`src/rtl/ttr_map.svh`:
```
// Purpose: constants of the three-tone ringer sequencer
// Assumes: resonator ticks arrive at 455 kHz
// Notes:   divisors round down, period limits from window edges
`ifndef TTR_MAP_SVH
`define TTR_MAP_SVH
`define TTR_REF_HZ      455000
`define TTR_TONE_LO_HZ  800
`define TTR_TONE_MID_HZ 1067
`define TTR_TONE_HI_HZ  1333
`define TTR_DIV_LO      (`TTR_REF_HZ / `TTR_TONE_LO_HZ)
`define TTR_DIV_MID     (`TTR_REF_HZ / `TTR_TONE_MID_HZ)
`define TTR_DIV_HI      (`TTR_REF_HZ / `TTR_TONE_HI_HZ)
`define TTR_RING_MAX_HZ 54
`define TTR_RING_NAR_HZ 23
`define TTR_RING_WID_HZ 12
`define TTR_PER_MIN     (`TTR_REF_HZ / `TTR_RING_MAX_HZ)
`define TTR_PER_MAX_NAR (`TTR_REF_HZ / `TTR_RING_NAR_HZ)
`define TTR_PER_MAX_WID (`TTR_REF_HZ / `TTR_RING_WID_HZ)
`define TTR_PRESC       192
`define TTR_OFS_CTRL    12'h000
`define TTR_OFS_STATUS  12'h004
`define TTR_OFS_PERIOD  12'h008
`define TTR_CTRL_RESET  32'h0000_0001
`define TTR_CTRL_EN     0
`endif

```
`src/rtl/ttr_pkg.sv`:
```
// Purpose: types of the three-tone ringer sequencer
// Assumes: nothing
// Notes:   shared by ttr_tone_gen, ttr_top and the bench
package ttr_pkg;
    typedef enum logic [1:0] {WIN_NARROW, WIN_WIDE, WIN_DC} ttr_win_t;
    typedef enum logic [1:0] {TONE_LO, TONE_MID, TONE_HI} ttr_tone_t;
    typedef enum logic {RS_IDLE, RS_RING} ttr_ring_st_t;
    typedef struct packed {
        logic p;
        logic n;
    } ttr_drive_t;
    typedef struct packed {
        logic [25:0] zero;
        ttr_win_t    win;
        ttr_tone_t   tone;
        logic        freq_ok;
        logic        ringing;
    } ttr_status_t;
endpackage : ttr_pkg

```
`src/rtl/ttr_period_meas.sv`:
```
// Purpose: measures the ringing period in resonator ticks
// Assumes: ring_rise is a one-cycle pulse per ringing period
// Notes:   first edge after silence never qualifies
`timescale 1ns/10ps
`default_nettype none
module ttr_period_meas #(
    parameter int W = 16
) (
    // clock and reset
    input  wire logic         clock,
    input  wire logic         nrst,
    // events
    input  wire logic         ref_tick,
    input  wire logic         ring_rise,
    // limits
    input  wire logic [W-1:0] min_lim,
    input  wire logic [W-1:0] max_lim,
    // results
    output logic      [W-1:0] period,
    output logic              freq_ok
);
    logic [W-1:0] cnt_reg;

    always_ff @(posedge clock) begin
        if (!nrst) begin
            cnt_reg <= '0;
        end else if (ring_rise) begin
            // a tick on the edge cycle belongs to the new period
            cnt_reg <= W'(ref_tick);
        end else if (ref_tick && cnt_reg != '1) begin
            cnt_reg <= cnt_reg + 1'b1;
        end
    end

    // compare period count with window limits
    always_ff @(posedge clock) begin
        if (!nrst) begin
            period  <= '0;
            freq_ok <= 1'b0;
        end else if (ring_rise) begin
            period  <= cnt_reg;
            freq_ok <= cnt_reg >= min_lim && cnt_reg <= max_lim; // RL14
        end else if (cnt_reg > max_lim) begin
            freq_ok <= 1'b0; // RL14
        end
    end
endmodule : ttr_period_meas
`default_nettype wire

```
`src/rtl/ttr_tone_gen.sv`:
```
// Purpose: divides resonator ticks into one tone of three
// Assumes: ref_tick is a one-cycle pulse at 455 kHz
// Notes:   short mode gives quarter-period pulses per side
`timescale 1ns/10ps
`default_nettype none
`include "ttr_map.svh"
module ttr_tone_gen
    import ttr_pkg::*;
#(
    parameter int W = 10
) (
    // clock and reset
    input  wire logic      clock,
    input  wire logic      nrst,
    // control
    input  wire logic      ref_tick,
    input  wire logic      run,
    input  wire ttr_pkg::ttr_tone_t tone,
    input  wire logic      short_mode,
    // bridge drive
    output ttr_pkg::ttr_drive_t drive
);
    logic [W-1:0] cnt_reg;
    logic [W-1:0] div;
    logic [W-1:0] half;
    logic [W-1:0] quart;

    function automatic logic [W-1:0] tone_div(input ttr_tone_t t);
        unique case (t)
            TONE_LO:  tone_div = W'(`TTR_DIV_LO);
            TONE_MID: tone_div = W'(`TTR_DIV_MID);
            TONE_HI:  tone_div = W'(`TTR_DIV_HI);
            default:  tone_div = W'(`TTR_DIV_LO);
        endcase
    endfunction : tone_div

    assign div   = tone_div(tone); // RL5
    assign half  = div >> 1;
    assign quart = div >> 2;

    always_ff @(posedge clock) begin
        if (!nrst || !run) begin
            cnt_reg <= '0;
        end else if (ref_tick) begin
            cnt_reg <= (cnt_reg >= div - 1'b1) ? '0 : cnt_reg + 1'b1; // RL4
        end
    end

    // antiphase bridge pair, idle both low
    always_ff @(posedge clock) begin
        if (!nrst || !run) begin
            drive <= '0;
        end else if (!short_mode) begin
            drive.p <= cnt_reg < half; // RL8
            drive.n <= !(cnt_reg < half); // RL10
        end else begin
            drive.p <= cnt_reg < quart; // RL9
            drive.n <= cnt_reg >= half && cnt_reg < half + quart; // RL10
        end
    end
endmodule : ttr_tone_gen
`default_nettype wire

```
`src/rtl/ttr_top.sv`:
```
// Purpose: three-tone ringer sequencer with APB status and control
// Assumes: pins are asynchronous to clock, resonator below clock/2
// Notes:   all pin inputs pass two flops before use
// Functional notes
// [RL1] Pin open: ringing valid only between 23 Hz and 54 Hz.
// [RL2] Pin grounded: ringing valid between 12 Hz and 54 Hz.
// [RL3] Pin tied to supply: no frequency check, DC operation.
// [RL4] Tones and ring timing both come from the 455 kHz resonator.
// [RL5] Tones are 800, 1067 and 1333 Hz divided from the resonator.
// [RL6] Tone steps come from the sequence oscillator divided by 192.
// [RL7] Each ringing burst starts on the lowest tone.
// [RL8] Shape pin grounded gives a 1:1 square wave.
// [RL9] Shape pin open gives shortened pulses.
// [RL10] The two tone outputs drive the transducer in antiphase.
// [RL11] Recognised ringing pulls on/off low and drops the dummy load.
// [RL12] Without ringing on/off is high and the dummy load is on.
// [RL13] Tones step low, middle, high, one per tick, then wrap.
// [RL14] Frequency is judged by counting ticks over one ring period.
`timescale 1ns/10ps
`default_nettype none
`include "ttr_map.svh"
module ttr_top
    import ttr_pkg::*;
#(
    parameter int        PW         = 16,
    parameter logic [15:0] PER_MIN  = 16'(`TTR_PER_MIN),
    parameter logic [15:0] PER_NAR  = 16'(`TTR_PER_MAX_NAR),
    parameter logic [15:0] PER_WID  = 16'(`TTR_PER_MAX_WID),
    parameter int        PRESC      = `TTR_PRESC
) (
    // clock and reset
    input  wire logic        clock,
    input  wire logic        nrst,
    // apb slave
    input  wire logic        psel,
    input  wire logic        penable,
    input  wire logic        pwrite,
    input  wire logic [11:0] paddr,
    input  wire logic [31:0] pwdata,
    output logic      [31:0] prdata,
    output logic             pready,
    output logic             pslverr,
    // pins
    input  wire logic        ref_clk_in,
    input  wire logic        seq_osc_in,
    input  wire logic        ring_in,
    input  wire logic        amp_ok,
    input  wire logic        win_gnd,
    input  wire logic        win_sup,
    input  wire logic        shape_gnd,
    // outputs
    output ttr_pkg::ttr_drive_t tone_drive,
    output logic             onoff_high,
    output logic             dummy_load_en
);
    localparam int NS = 7;

    logic [NS-1:0] pin_raw;
    logic [NS-1:0] sync1_reg;
    logic [NS-1:0] sync2_reg;
    logic [2:0]    prev_reg;
    logic          ref_tick;
    logic          seq_rise;
    logic          ring_rise;
    ttr_win_t      win;
    logic [PW-1:0] max_lim;
    logic [PW-1:0] period;
    logic          freq_ok;
    logic          ring_ok;
    logic [7:0]    presc_reg;
    logic          step;
    ttr_ring_st_t  st_reg;
    ttr_ring_st_t  st_next;
    ttr_tone_t     tone_reg;
    logic [31:0]   ctrl_reg;
    ttr_status_t   status;
    logic          apb_acc;

    assign pin_raw = {shape_gnd, win_sup, win_gnd, amp_ok,
                      ring_in, seq_osc_in, ref_clk_in};

    // two-flop synchronisers, one per pin
    genvar gi;
    generate
        for (gi = 0; gi < NS; gi++) begin : g_sync
            always_ff @(posedge clock) begin
                if (!nrst) begin
                    sync1_reg[gi] <= 1'b0;
                    sync2_reg[gi] <= 1'b0;
                end else begin
                    sync1_reg[gi] <= pin_raw[gi];
                    sync2_reg[gi] <= sync1_reg[gi];
                end
            end
        end
    endgenerate

    // edge detect reads only the second stage
    always_ff @(posedge clock) begin
        if (!nrst) begin
            prev_reg <= '0;
        end else begin
            prev_reg <= sync2_reg[2:0];
        end
    end

    assign ref_tick  = sync2_reg[0] && !prev_reg[0]; // RL4
    assign seq_rise  = sync2_reg[1] && !prev_reg[1];
    assign ring_rise = sync2_reg[2] && !prev_reg[2];

    // three-state window pin seen as two sense bits
    function automatic ttr_win_t win_decode(input logic gnd,
                                            input logic sup);
        if (sup) begin
            win_decode = WIN_DC; // RL3
        end else if (gnd) begin
            win_decode = WIN_WIDE; // RL2
        end else begin
            win_decode = WIN_NARROW; // RL1
        end
    endfunction : win_decode

    assign win     = win_decode(sync2_reg[4], sync2_reg[5]);
    assign max_lim = (win == WIN_WIDE) ? PER_WID : PER_NAR; // RL1 RL2

    ttr_period_meas #(.W(PW)) u_meas (
        .clock     (clock),
        .nrst      (nrst),
        .ref_tick  (ref_tick),
        .ring_rise (ring_rise),
        .min_lim   (PER_MIN),
        .max_lim   (max_lim),
        .period    (period),
        .freq_ok   (freq_ok)
    );

    // dc mode bypasses the frequency window entirely
    assign ring_ok = ctrl_reg[`TTR_CTRL_EN] && sync2_reg[3]
                     && (win == WIN_DC || freq_ok); // RL3 RL11

    always_comb begin
        st_next = ring_ok ? RS_RING : RS_IDLE;
    end

    always_ff @(posedge clock) begin
        if (!nrst) begin
            st_reg <= RS_IDLE;
        end else begin
            st_reg <= st_next;
        end
    end

    // prescaler restarts with each burst so the first step is whole
    always_ff @(posedge clock) begin
        if (!nrst || st_reg == RS_IDLE) begin
            presc_reg <= '0;
        end else if (seq_rise) begin
            presc_reg <= (presc_reg == 8'(PRESC - 1)) ? '0
                         : presc_reg + 1'b1; // RL6
        end
    end

    assign step = seq_rise && presc_reg == 8'(PRESC - 1); // RL6

    always_ff @(posedge clock) begin
        if (!nrst || st_reg == RS_IDLE) begin
            tone_reg <= TONE_LO; // RL7
        end else if (step) begin
            unique case (tone_reg)
                TONE_LO:  tone_reg <= TONE_MID; // RL13
                TONE_MID: tone_reg <= TONE_HI; // RL13
                TONE_HI:  tone_reg <= TONE_LO; // RL13
                default:  tone_reg <= TONE_LO;
            endcase
        end
    end

    ttr_tone_gen u_tone (
        .clock      (clock),
        .nrst       (nrst),
        .ref_tick   (ref_tick),
        .run        (st_reg == RS_RING),
        .tone       (tone_reg),
        .short_mode (!sync2_reg[6]),
        .drive      (tone_drive)
    );

    // on/off pin low and load off only while ringing
    always_ff @(posedge clock) begin
        if (!nrst) begin
            onoff_high    <= 1'b1;
            dummy_load_en <= 1'b1;
        end else begin
            onoff_high    <= st_reg != RS_RING; // RL11 RL12
            dummy_load_en <= st_reg != RS_RING; // RL11 RL12
        end
    end

    // apb: pready one cycle into the access phase
    assign apb_acc = psel && penable && !pready;

    always_comb begin
        status         = '0;
        status.ringing = st_reg == RS_RING;
        status.freq_ok = freq_ok;
        status.tone    = tone_reg;
        status.win     = win;
    end

    always_ff @(posedge clock) begin
        if (!nrst) begin
            ctrl_reg <= `TTR_CTRL_RESET;
        end else if (psel && penable && pready && pwrite
                     && paddr == `TTR_OFS_CTRL) begin
            ctrl_reg <= {31'h0, pwdata[`TTR_CTRL_EN]};
        end
    end

    always_ff @(posedge clock) begin
        if (!nrst) begin
            pready  <= 1'b0;
            prdata  <= '0;
            pslverr <= 1'b0;
        end else begin
            pready  <= apb_acc;
            prdata  <= '0;
            pslverr <= 1'b0;
            if (apb_acc) begin
                unique case (paddr)
                    `TTR_OFS_CTRL:   prdata <= pwrite ? '0 : ctrl_reg;
                    `TTR_OFS_STATUS: prdata <= pwrite ? '0 : status;
                    `TTR_OFS_PERIOD: prdata <= pwrite ? '0
                                               : 32'(period);
                    default:         pslverr <= 1'b1;
                endcase
            end
        end
    end
endmodule : ttr_top
`default_nettype wire

```
`config.mk`:
```
export PLATFORM = sky130hd
export DESIGN_NAME = ttr_top
export DESIGN_NICKNAME = d
export VERILOG_FILES = /design/src/rtl/ttr_pkg.sv /design/src/rtl/ttr_period_meas.sv /design/src/rtl/ttr_tone_gen.sv /design/src/rtl/ttr_top.sv
export VERILOG_INCLUDE_DIRS = /design/src /design/src/rtl
export SDC_FILE = /design/constraint.sdc
export NUM_CORES = 1
export LEC_CHECK = 0
export BUFFER_PORTS_ARGS = -buffer_cell sky130_fd_sc_hd__buf_4
export CAP_MARGIN = 0
export CORE_ASPECT_RATIO = 1.1
export CORE_MARGIN = 2
export CORE_UTILIZATION = 40
export DETAILED_ROUTE_END_ITERATION = 8
export SETUP_SLACK_MARGIN = 0.02
export SLEW_MARGIN = 10
export SYNTH_ARGS = -nofsm -noshare
export SYNTH_HDL_FRONTEND = slang
export SYNTH_HIERARCHICAL = 1
export SYNTH_SLANG_ARGS = --single-unit
```
`constraint.sdc`:
```
create_clock -name clock -period 7.2 [get_ports clock]
set_input_delay 0.72 -clock clock [delete_from_list [all_inputs] [get_ports clock]]
set_output_delay 0.72 -clock clock [all_outputs]
set_load 0.03 [all_outputs]
```
==> metrics.txt, run 1 <==
Syn Std Cell Area 5580 um2; met2 GRT Util 27.7%; Peak VDD IR 0.166 mV; Critical Path AT 3.09 ns; max_slew headroom 48.1%; commonest non-fill, non-tap cell in the layout dfxtp_1; die area 14900 um2; synthesized instance count 615; hold slack 0.432 ns; final setup fails 0; Tmin final 2.85 ns; WL final 11.7 mm; post-synthesis xor/xnor area fraction 2.83%; Final TNS setup 0 ns; drt first-iter violations 194; Main synth FF type dfxtp_1; Yosys Warn Count 6; clk buf depth 2; fraction of layout cells with a size suffix above 1 11.5%; Placed Cells 856; clock sinks 93; CP Buf/Inv Count 2; sequential-to-total area share from yosys stat 33.4%; WS Path Type reg -> reg; CTS-repair resized insts 0; Hold Fails Final Rpt 0; Slowest Stage Delay on Critical Path 0.65 ns; status finished clean; crit end category flip-flop; H-tree Lvls 3; routed len/inst 13.5 um; RSZ-0062 raised after global routing false; Async SR Flop Fraction 0%; area leader, netlist dfxtp_1; top cell family by delay on the critical path adder cells; initial antenna violation count 0; max frequency 350 MHz; Synth Area in Simple Gates 22.4%; Synth area leaders dfxtp_1 (33%), ha_1 (16%), inv_1 (4.0%), mux2i_1 (3.9%), nor2b_1 (2.9%); GR peak layer met2; diodes inserted 0; global route overflow 0; DRC 0; met3 Use GR 3.97%; final core utilization 46.8%; worst skew pair latency 0.34 ns; part of the power in registers 47.5%; overall routing resource usage 16.2%; final cell count without fillers 872; commonest cells after routing, fill and taps aside dfxtp_1 (93), ha_1 (72), inv_1 (60); Crit path required time 7.43 ns; first-pass detailed-route iteration total 5; slowest CP cell nor3b_1; Vias 4452; R2R depth 8; Psw 0.248 mW; CTS buffer count 9; WP depth 8; maximum fanout along the worst path 8; largest family of logic cells by synthesized area simple AND/OR/NAND/NOR gates; PortBufs 46; Layout area overhead 15.2%; Initial Util 40.6%; Reg clk slew, reported paths 0.07 ns; Hold Crit Depth 1; LEAKAGE 2.80 nW; ANT nets after route 0; worst hold path class reg -> reg; Detailed Place HPWL 8.73 mm; Post-CTS Setup Bufs 0; Placer Congestion 0.825; hold buffer count at cts 0; core footprint 13700 um2; register bit total from synthesis 93; crit path cell chain inv_1 > ha_1 > inv_1 > ha_1 > nand2_1 > nor3b_1 > a221oi_1 > a41o_1; Synth Area in Compound Gates 13.2%; switching part of the total 22.5%; Pwr Density 171 nW/um2; slew of the pin with the lowest slew margin 0.776 ns; Max Transition Viols Final 0; combinational share of power 6.1%; Critical Path Start Type flip-flop; nets 807; syn_area_per_cell 9.07 um2; MaxCap Viol Count 0; pin count of the biggest net entering global routing 50; mux cell area share after synthesis 4.15%; Clock Power Share 46.4%; vias in the first global route 4214; IO Count 94; Yosys top cell area share 33.4%; CTS Root Buffer Type clkbuf_16; Setup Skew 0.00889 ns; vias per cell 5.11; Distinct cells, synth 70; Die Wd 117 um; Post-Synth Adder-Cell Area 16.1%; Pint 0.852 mW; Die H 128 um; fin crit share 39.6%; GR Layer Usage met1 20.0%; Post-synth EDFFs 0; # rows 45; first-pass GRT wire length 19.5 mm; CTS tree built
==> through the flow <==
| stage | instance area (um2) | worst slack, ns | power (mW) |
|---|---|---|---|
| final | 6430 | 4.35 | 1.10 |
| after global routing | 6430 | 4.11 | 1.14 |
| after CTS | 6430 | 4.33 | 1.12 |
| after detailed placement | 6110 | 4.35 | 0.601 |
| after global placement | 6110 | 4.39 | 0.599 |
| after floorplan | 5720 | 4.79 | 0.587 |
==> path summary, 6_finish.rpt <==
check	start	endpoint	slack, ns
worst max register to register	tone_reg[0]	u_tone/cnt_reg[4]	4.35
worst min register to register	sync1_reg[2]	sync2_reg[2]	0.43
worst max-delay path	tone_reg[0]	u_tone/cnt_reg[4]	4.35
worst min-delay path	sync1_reg[2]	sync2_reg[2]	0.43
==> cells by family after synthesis <==
logic type      count (synthesis)
simple gates                  207
compound gates                107
flops                          93
buf+inv                        92
fa+ha+maj                      72
mux                            23
xor+xnor                       18
other cells                     3
==> cell usage after synthesis (all sizes together) (5+ instances only) <==
| cell type | instances |
|---|---|
| a211oi | 10 |
| a21o | 5 |
| a21oi | 29 |
| a221oi | 5 |
| a22oi | 5 |
| and2 | 18 |
| and3 | 6 |
| buf | 25 |
| clkbuf | 7 |
| dfxtp | 93 |
| ha | 72 |
| inv | 60 |
| mux2i | 22 |
| nand2 | 26 |
| nand2b | 8 |
| nand3 | 20 |
| nand4 | 18 |
| nor2 | 21 |
| nor2b | 26 |
| nor3 | 25 |
| nor4 | 6 |
| o21ai | 19 |
| or3 | 6 |
| xnor2 | 6 |
| xor2 | 12 |
==> routing by layer <==
| layer | up-vias | share of wire [%] | wire length [um] |
|---|---|---|---|
| li1 | 2274 | - | - |
| met1 | 2093 | 46 | 5400 |
| met2 | 65 | 49 | 5770 |
| met3 | 20 | 2.9 | 337 |
| met4 | 0 | 2.0 | 235 |
| met5 | - | 0 | 0 |
==> layout make-up <==
type	instances	area [um2]
fillers	1366	7310
well taps	188	235
repair buffers	48	360
multi-input cells	467	3430
clock buffers	10	229
flip-flops and latches	93	1860
clock inverters	6	92.6
inverters	60	225
==> power by group through the flow <==
stage                     logic (mW)  registers (mW)  clock network, mW
after CTS                     0.0670           0.522              0.527
after global placement        0.0651           0.534                  0
after floorplan               0.0529           0.534                  0
final                         0.0673           0.522              0.511
after detailed placement      0.0668           0.534                  0
after global routing          0.0755           0.522              0.547
Power figures use the tool's default switching activity.
==> run 2, diff against run 1 <==
==> constraint.sdc (replaced) <==
create_clock -name clock -period 2.85 [get_ports clock]
set_input_delay 0.285 -clock clock [delete_from_list [all_inputs] [get_ports clock]]
set_output_delay 0.285 -clock clock [all_outputs]
set_load 0.03 [all_outputs]
==> metrics.txt, run 2 (same netlist as run 1, synthesis figures left out) <==
Clock Power Share 45.3% (-1.1 points); CTS Root Buffer Type clkbuf_16; IO Count 94 (unchanged); Reg clk slew, reported paths 0.07 ns (about the same); PortBufs 46 (unchanged); max_slew headroom 47.4% (-0.74 points); final cell count without fillers 882 (+1.1%); overall routing resource usage 17.2% (+1.0 points); R2R depth 9 (+1); Initial Util 40.6% (unchanged); vias in the first global route 4458 (+5.8%); Hold Fails Final Rpt 0 (unchanged); hold buffer count at cts 0 (unchanged); Slowest Stage Delay on Critical Path 0.45 ns (-0.20 ns); clk buf depth 2 (unchanged); FILL cells 1377 (+0.81%); commonest non-fill, non-tap cell in the layout dfxtp_1; max frequency 385 MHz (+9.8%); H-tree Lvls 3 (unchanged); vias per cell 5.15 (+0.91%); die area 14900 um2 (unchanged); DRC 0 (unchanged); Pint 2.09 mW (+150%); commonest cells after routing, fill and taps aside dfxtp_1 (93), ha_1 (72), inv_1 (60); core footprint 13700 um2 (unchanged); Worst Setup SP tone_reg[0]; Worst setup endpoint u_tone/cnt_reg[0]; initial antenna violation count 0 (unchanged); Critical Path Start Type flip-flop; CTS buffer count 9 (unchanged); WS Path Type reg -> reg; combinational share of power 6.3% (+0.2 points); slew of the pin with the lowest slew margin 0.781 ns (+0.00459 ns); Placer Congestion 0.820 (-0.59%); first-pass GRT wire length 20.6 mm (+6.1%); Die Wd 117 um (unchanged); ANT nets after route 0 (unchanged); maximum fanout along the worst path 7 (-1); Post-CTS Setup Bufs 0 (unchanged); Max Transition Viols Final 0 (unchanged); Crit path required time 3.14 ns (-4.29 ns); Final TNS setup 0 ns (unchanged); Detailed Place HPWL 9.12 mm (+4.4%); nets 817 (+1.2%); metal1 wirelength 5.50 mm (+1.9%); Psw 0.636 mW (+160%); CTS-repair resized insts 0 (unchanged); WL final 12.3 mm (+4.5%); Pwr Density 420 nW/um2 (+150%); FF+latch area 1860 um2 (unchanged); switching part of the total 23.3% (+0.79 points); Peak VDD IR 0.290 mV (+74%); Vias 4544 (+2.1%); hold slack 0.147 ns (-0.284 ns); final setup fails 0 (unchanged); WP depth 9 (+1); met3 routed WL 273 um (-19%); worst r2r src tone_reg[0]; # rows 45 (unchanged); part of the power in registers 48.4% (+0.9 points); status finished clean; pin count of the biggest net entering global routing 26 (-48%); first-pass detailed-route iteration total 4 (-1); Die H 128 um (unchanged); worst r2r dst u_tone/cnt_reg[0]; fin crit share 91.2% (+52 points); worst skew pair latency 0.34 ns (about the same); LEAKAGE 2.85 nW (+1.8%); top routing layer in use met4; top cell family by delay on the critical path compound AO/OA/AOI/OAI gates; Layout area overhead 16.3%; Tmin final 2.60 ns (-0.255 ns); crit path cell chain inv_1 > ha_1 > inv_1 > ha_1 > nand2b_4 > a21o_1 > a221o_1 > a2111oi_2 > o21ba_1; diodes inserted 0 (unchanged); Setup Skew 0.00819 ns (-0.000697 ns); clock sinks 93 (unchanged); slowest CP cell dfxtp_1; met2 WL 6.20 mm (+7.6%); RSZ-0062 raised after global routing false; Critical Path AT 2.89 ns (-0.20 ns); drt first-iter violations 201 (+3.6%); area occupied by multi-input gates 3430 um2 (unchanged); Total Power 2.73 mW (+150%); crit end category flip-flop; flop2flop setup slack 0.25 ns (-4.09 ns); final core utilization 47.3% (+0.45 points); global route overflow 0 (unchanged); CP Buf/Inv Count 2 (unchanged); CTS tree built; routed len/inst 13.9 um (+3.3%); fraction of layout cells with a size suffix above 1 13.0% (+1.4 points); Placed Cells 866 (+1.2%); worst hold path class in -> reg; MaxCap Viol Count 0 (unchanged)
[run 2: cell types whose count changed in the layout (fill, tap and decap cells not counted), sizes merged]
cell / previous run / this run
clkinv: 0 / 1
bufinv: 2 / 1
inv: 62 / 63
clkinvlp: 2 / 1
buf: 48 / 58
[run 2: worst register-to-register path: cells and delay by family, from the launching register on]
family / cells / cell delay, ns
AOI/OAI and AO/OA: 4 / 1.21
adders and majority gates: 2 / 0.54
DFF: 1 / 0.45
buffers and inverters: 2 / 0.21
and+or+nand+nor: 1 / 0.13
[run 2: cell type report]
type | instances | share of cell area (%)
repair buffers | 58 | 6.71
well taps | 188 | 3.62
multi-input cells | 467 | 52.8
clock buffers | 10 | 3.68
clock inverters | 6 | 1.06
inverters | 60 | 3.47
flip-flops and latches | 93 | 28.7
[run 2: metal layers]
metal	vias up	GRT usage, %
met1	2173	21.3
li1	2292	-
met3	21	2.65
met4	0	6.92
met5	-	0
met2	58	29.8
[run 2: how the worst min path moves through the flow]
stage	from	end	slack (ns)	depth (start not counted)
floorplan	sync1_reg[0]	sync2_reg[0]	0.41	1
global placement	sync1_reg[0]	sync2_reg[0]	0.42	1
detailed placement	sync1_reg[3]	sync2_reg[3]	0.42	1
CTS	win_gnd	sync1_reg[4]	0.14	2
global route	shape_gnd	sync1_reg[6]	0.15	2
finish	win_gnd	sync1_reg[4]	0.15	2
[run 2: through the flow]
step | setup slack [ns] | instance area (um2)
floorplan | 0.440 | 5720
global placement | 0.354 | 6180
detailed placement | 0.267 | 6180
CTS | 0.243 | 6490
global route | 0.0792 | 6490
finish | 0.252 | 6490
[run 2: power by group through the flow]
stage / clock [mW] / combinational, mW / sequential, mW
6_report: 1.24 / 0.173 / 1.32
5_1_grt: 1.31 / 0.194 / 1.32
4_1_cts: 1.27 / 0.172 / 1.32
3_5_place_dp: 0 / 0.171 / 1.35
3_3_place_gp: 0 / 0.167 / 1.35
2_1_floorplan: 0 / 0.134 / 1.35
==> run 3, diff against run 2 <==
--- a/config.mk
+++ b/config.mk
@@ -9,9 +9,10 @@
 export BUFFER_PORTS_ARGS = -buffer_cell sky130_fd_sc_hd__buf_4
 export CAP_MARGIN = 0
 export CORE_ASPECT_RATIO = 1.1
-export CORE_MARGIN = 2
+export CORE_MARGIN = 3
 export CORE_UTILIZATION = 40
 export DETAILED_ROUTE_END_ITERATION = 8
+export RECOVER_POWER = 25
 export SETUP_SLACK_MARGIN = 0.02
 export SLEW_MARGIN = 10
 export SYNTH_ARGS = -nofsm -noshare
==> metrics.txt, run 3 (same netlist as run 1, synthesis figures left out) <==
status finished clean; overall routing resource usage 16.1% (-1.1 points); CTS buffer count 9 (unchanged); Design Area, Final 6460 um2 (-0.42%); max_slew headroom 33.4% (-14 points); fraction of layout cells with a size suffix above 1 11.6% (-1.4 points); core footprint 13400 um2 (-2.2%); diodes inserted 0 (unchanged); Post-CTS Setup Bufs 0 (unchanged); final setup fails 0 (unchanged); first-pass GRT wire length 20.5 mm (-0.87%); CTS Root Buffer Type clkbuf_16; Initial Util 41.5% (+0.92 points); DRC 0 (unchanged); ANT nets after route 0 (unchanged); CTS-repair resized insts 0 (unchanged); vias per cell 5.08 (-1.3%); drt first-iter violations 209 (+4.0%); commonest cells after routing, fill and taps aside dfxtp_1 (93), ha_1 (72), inv_1 (60); CTS tree built; Detailed Place HPWL 9.08 mm (-0.37%); worst r2r src tone_reg[1]; Max Transition Viols Final 0 (unchanged); worst r2r dst u_tone/cnt_reg[8]; crit end category flip-flop; nets 815 (-0.24%); routed len/inst 14.1 um (+1.2%); pin count of the biggest net entering global routing 33 (+27%); WS Path Type reg -> reg; first-pass detailed-route iteration total 4 (unchanged); Setup Skew 0.00658 ns (-0.00161 ns); Hold Crit Depth 2 (unchanged); WL final 12.3 mm (+0.46%); hold path start ref_clk_in; flop2flop setup slack 0.23 ns (-0.03 ns); Critical Path AT 2.87 ns (-0.02 ns); Peak VDD IR 0.287 mV (-1.0%); hold buffer count at cts 0 (unchanged); R2R depth 8 (-1); Hold Fails Final Rpt 0 (unchanged); clock sinks 93 (unchanged); fin crit share 92.1% (+0.93 points); # rows 44 (-2.2%); slew of the pin with the lowest slew margin 0.999 ns (+0.218 ns); Crit path required time 3.09 ns (-0.05 ns); IO Count 94 (unchanged); MaxCap Viol Count 0 (unchanged); Die H 130 um (+1.6%); max frequency 381 MHz (-1.0%); initial antenna violation count 0 (unchanged); vias in the first global route 4315 (-3.2%); Critical Path Start Type flip-flop; clk buf depth 2 (unchanged); post-placement cell area 6160 um2 (-0.32%); worst hold path class in -> reg; H-tree Lvls 3 (unchanged); LEAKAGE 2.81 nW (-1.3%); worst skew pair latency 0.34 ns (about the same); Reg clk slew, reported paths 0.07 ns (about the same); Placer Congestion 0.837 (+2.0%); Final TNS setup 0 ns (unchanged); global route overflow 0 (unchanged); Layout area overhead 15.9%; Die Wd 119 um (+1.7%); Tmin final 2.62 ns (+0.0265 ns); PortBufs 46 (unchanged); RSZ-0062 raised after global routing false; Vias 4453 (-2.0%); Pwr Density 436 nW/um2 (+3.7%); die area 15400 um2 (+3.3%); maximum fanout along the worst path 7 (unchanged); commonest non-fill, non-tap cell in the layout dfxtp_1; hold endpoint sync1_reg[0]
==> run 3: layout make-up <==
cell class / count / area (um2)
Timing Repair Buffer: 56 / 390
Inverter: 60 / 225
Clock inverter: 6 / 91.3
Multi-Input combinational cell: 467 / 3430
Clock buffer: 10 / 239
Tap cell: 184 / 230
Sequential cell: 93 / 1860
Fill cell: 1317 / 6970
==> run 3: metal layers <==
metal | global-route usage (%) | vias to the layer above | share of wire, %
met2 | 28.4 | 67 | 49
met3 | 2.34 | 13 | 3.2
li1 | - | 2293 | -
met4 | 5.45 | 0 | 1.4
met5 | 0 | - | 0
met1 | 20.3 | 2080 | 46
==> run 3: worst max-delay path by stage <==
stage | start | cells past startpoint | slack [ns] | endpoint
final | tone_reg[1] | 8 | 0.23 | u_tone/cnt_reg[8]
after global placement | tone_reg[0] | 9 | 0.33 | u_tone/cnt_reg[0]
after CTS | tone_reg[0] | 9 | 0.25 | u_tone/cnt_reg[8]
after detailed placement | tone_reg[0] | 9 | 0.27 | u_tone/cnt_reg[8]
after floorplan | tone_reg[0] | 9 | 0.44 | u_tone/cnt_reg[0]
after global routing | nrst | 5 | 0.05 | prdata[13]
==> run 3: per-stage QoR <==
step                      power (mW)  setup slack (ns)  cells  hold slack [ns]  util (%)
after global placement          1.51             0.331    860            0.416      45.9
after CTS                       2.85             0.247    876            0.137      48.4
final                           2.82             0.225    876            0.146      48.1
after floorplan                 1.48             0.440    652            0.412         -
after detailed placement        1.52             0.269    860            0.420      45.9
after global routing            2.93            0.0481    876            0.140      48.1
==> run 3: worst max-delay path, stage by stage, from the launching register on <==
cell and delay [ns]:
dfxtp_1 0.48, ha_1 0.37, inv_1 0.10, ha_1 0.27
nand2b_4 0.13, a21o_1 0.17, a221o_1 0.45, a21o_1 0.27
a211oi_1 0.27
==> run 3: power breakdown <==
group / internal, mW / switching [mW]
clock: 0.801 / 0.528
combinational: 0.0644 / 0.105
sequential: 1.31 / 0.00579
total: 2.18 / 0.639
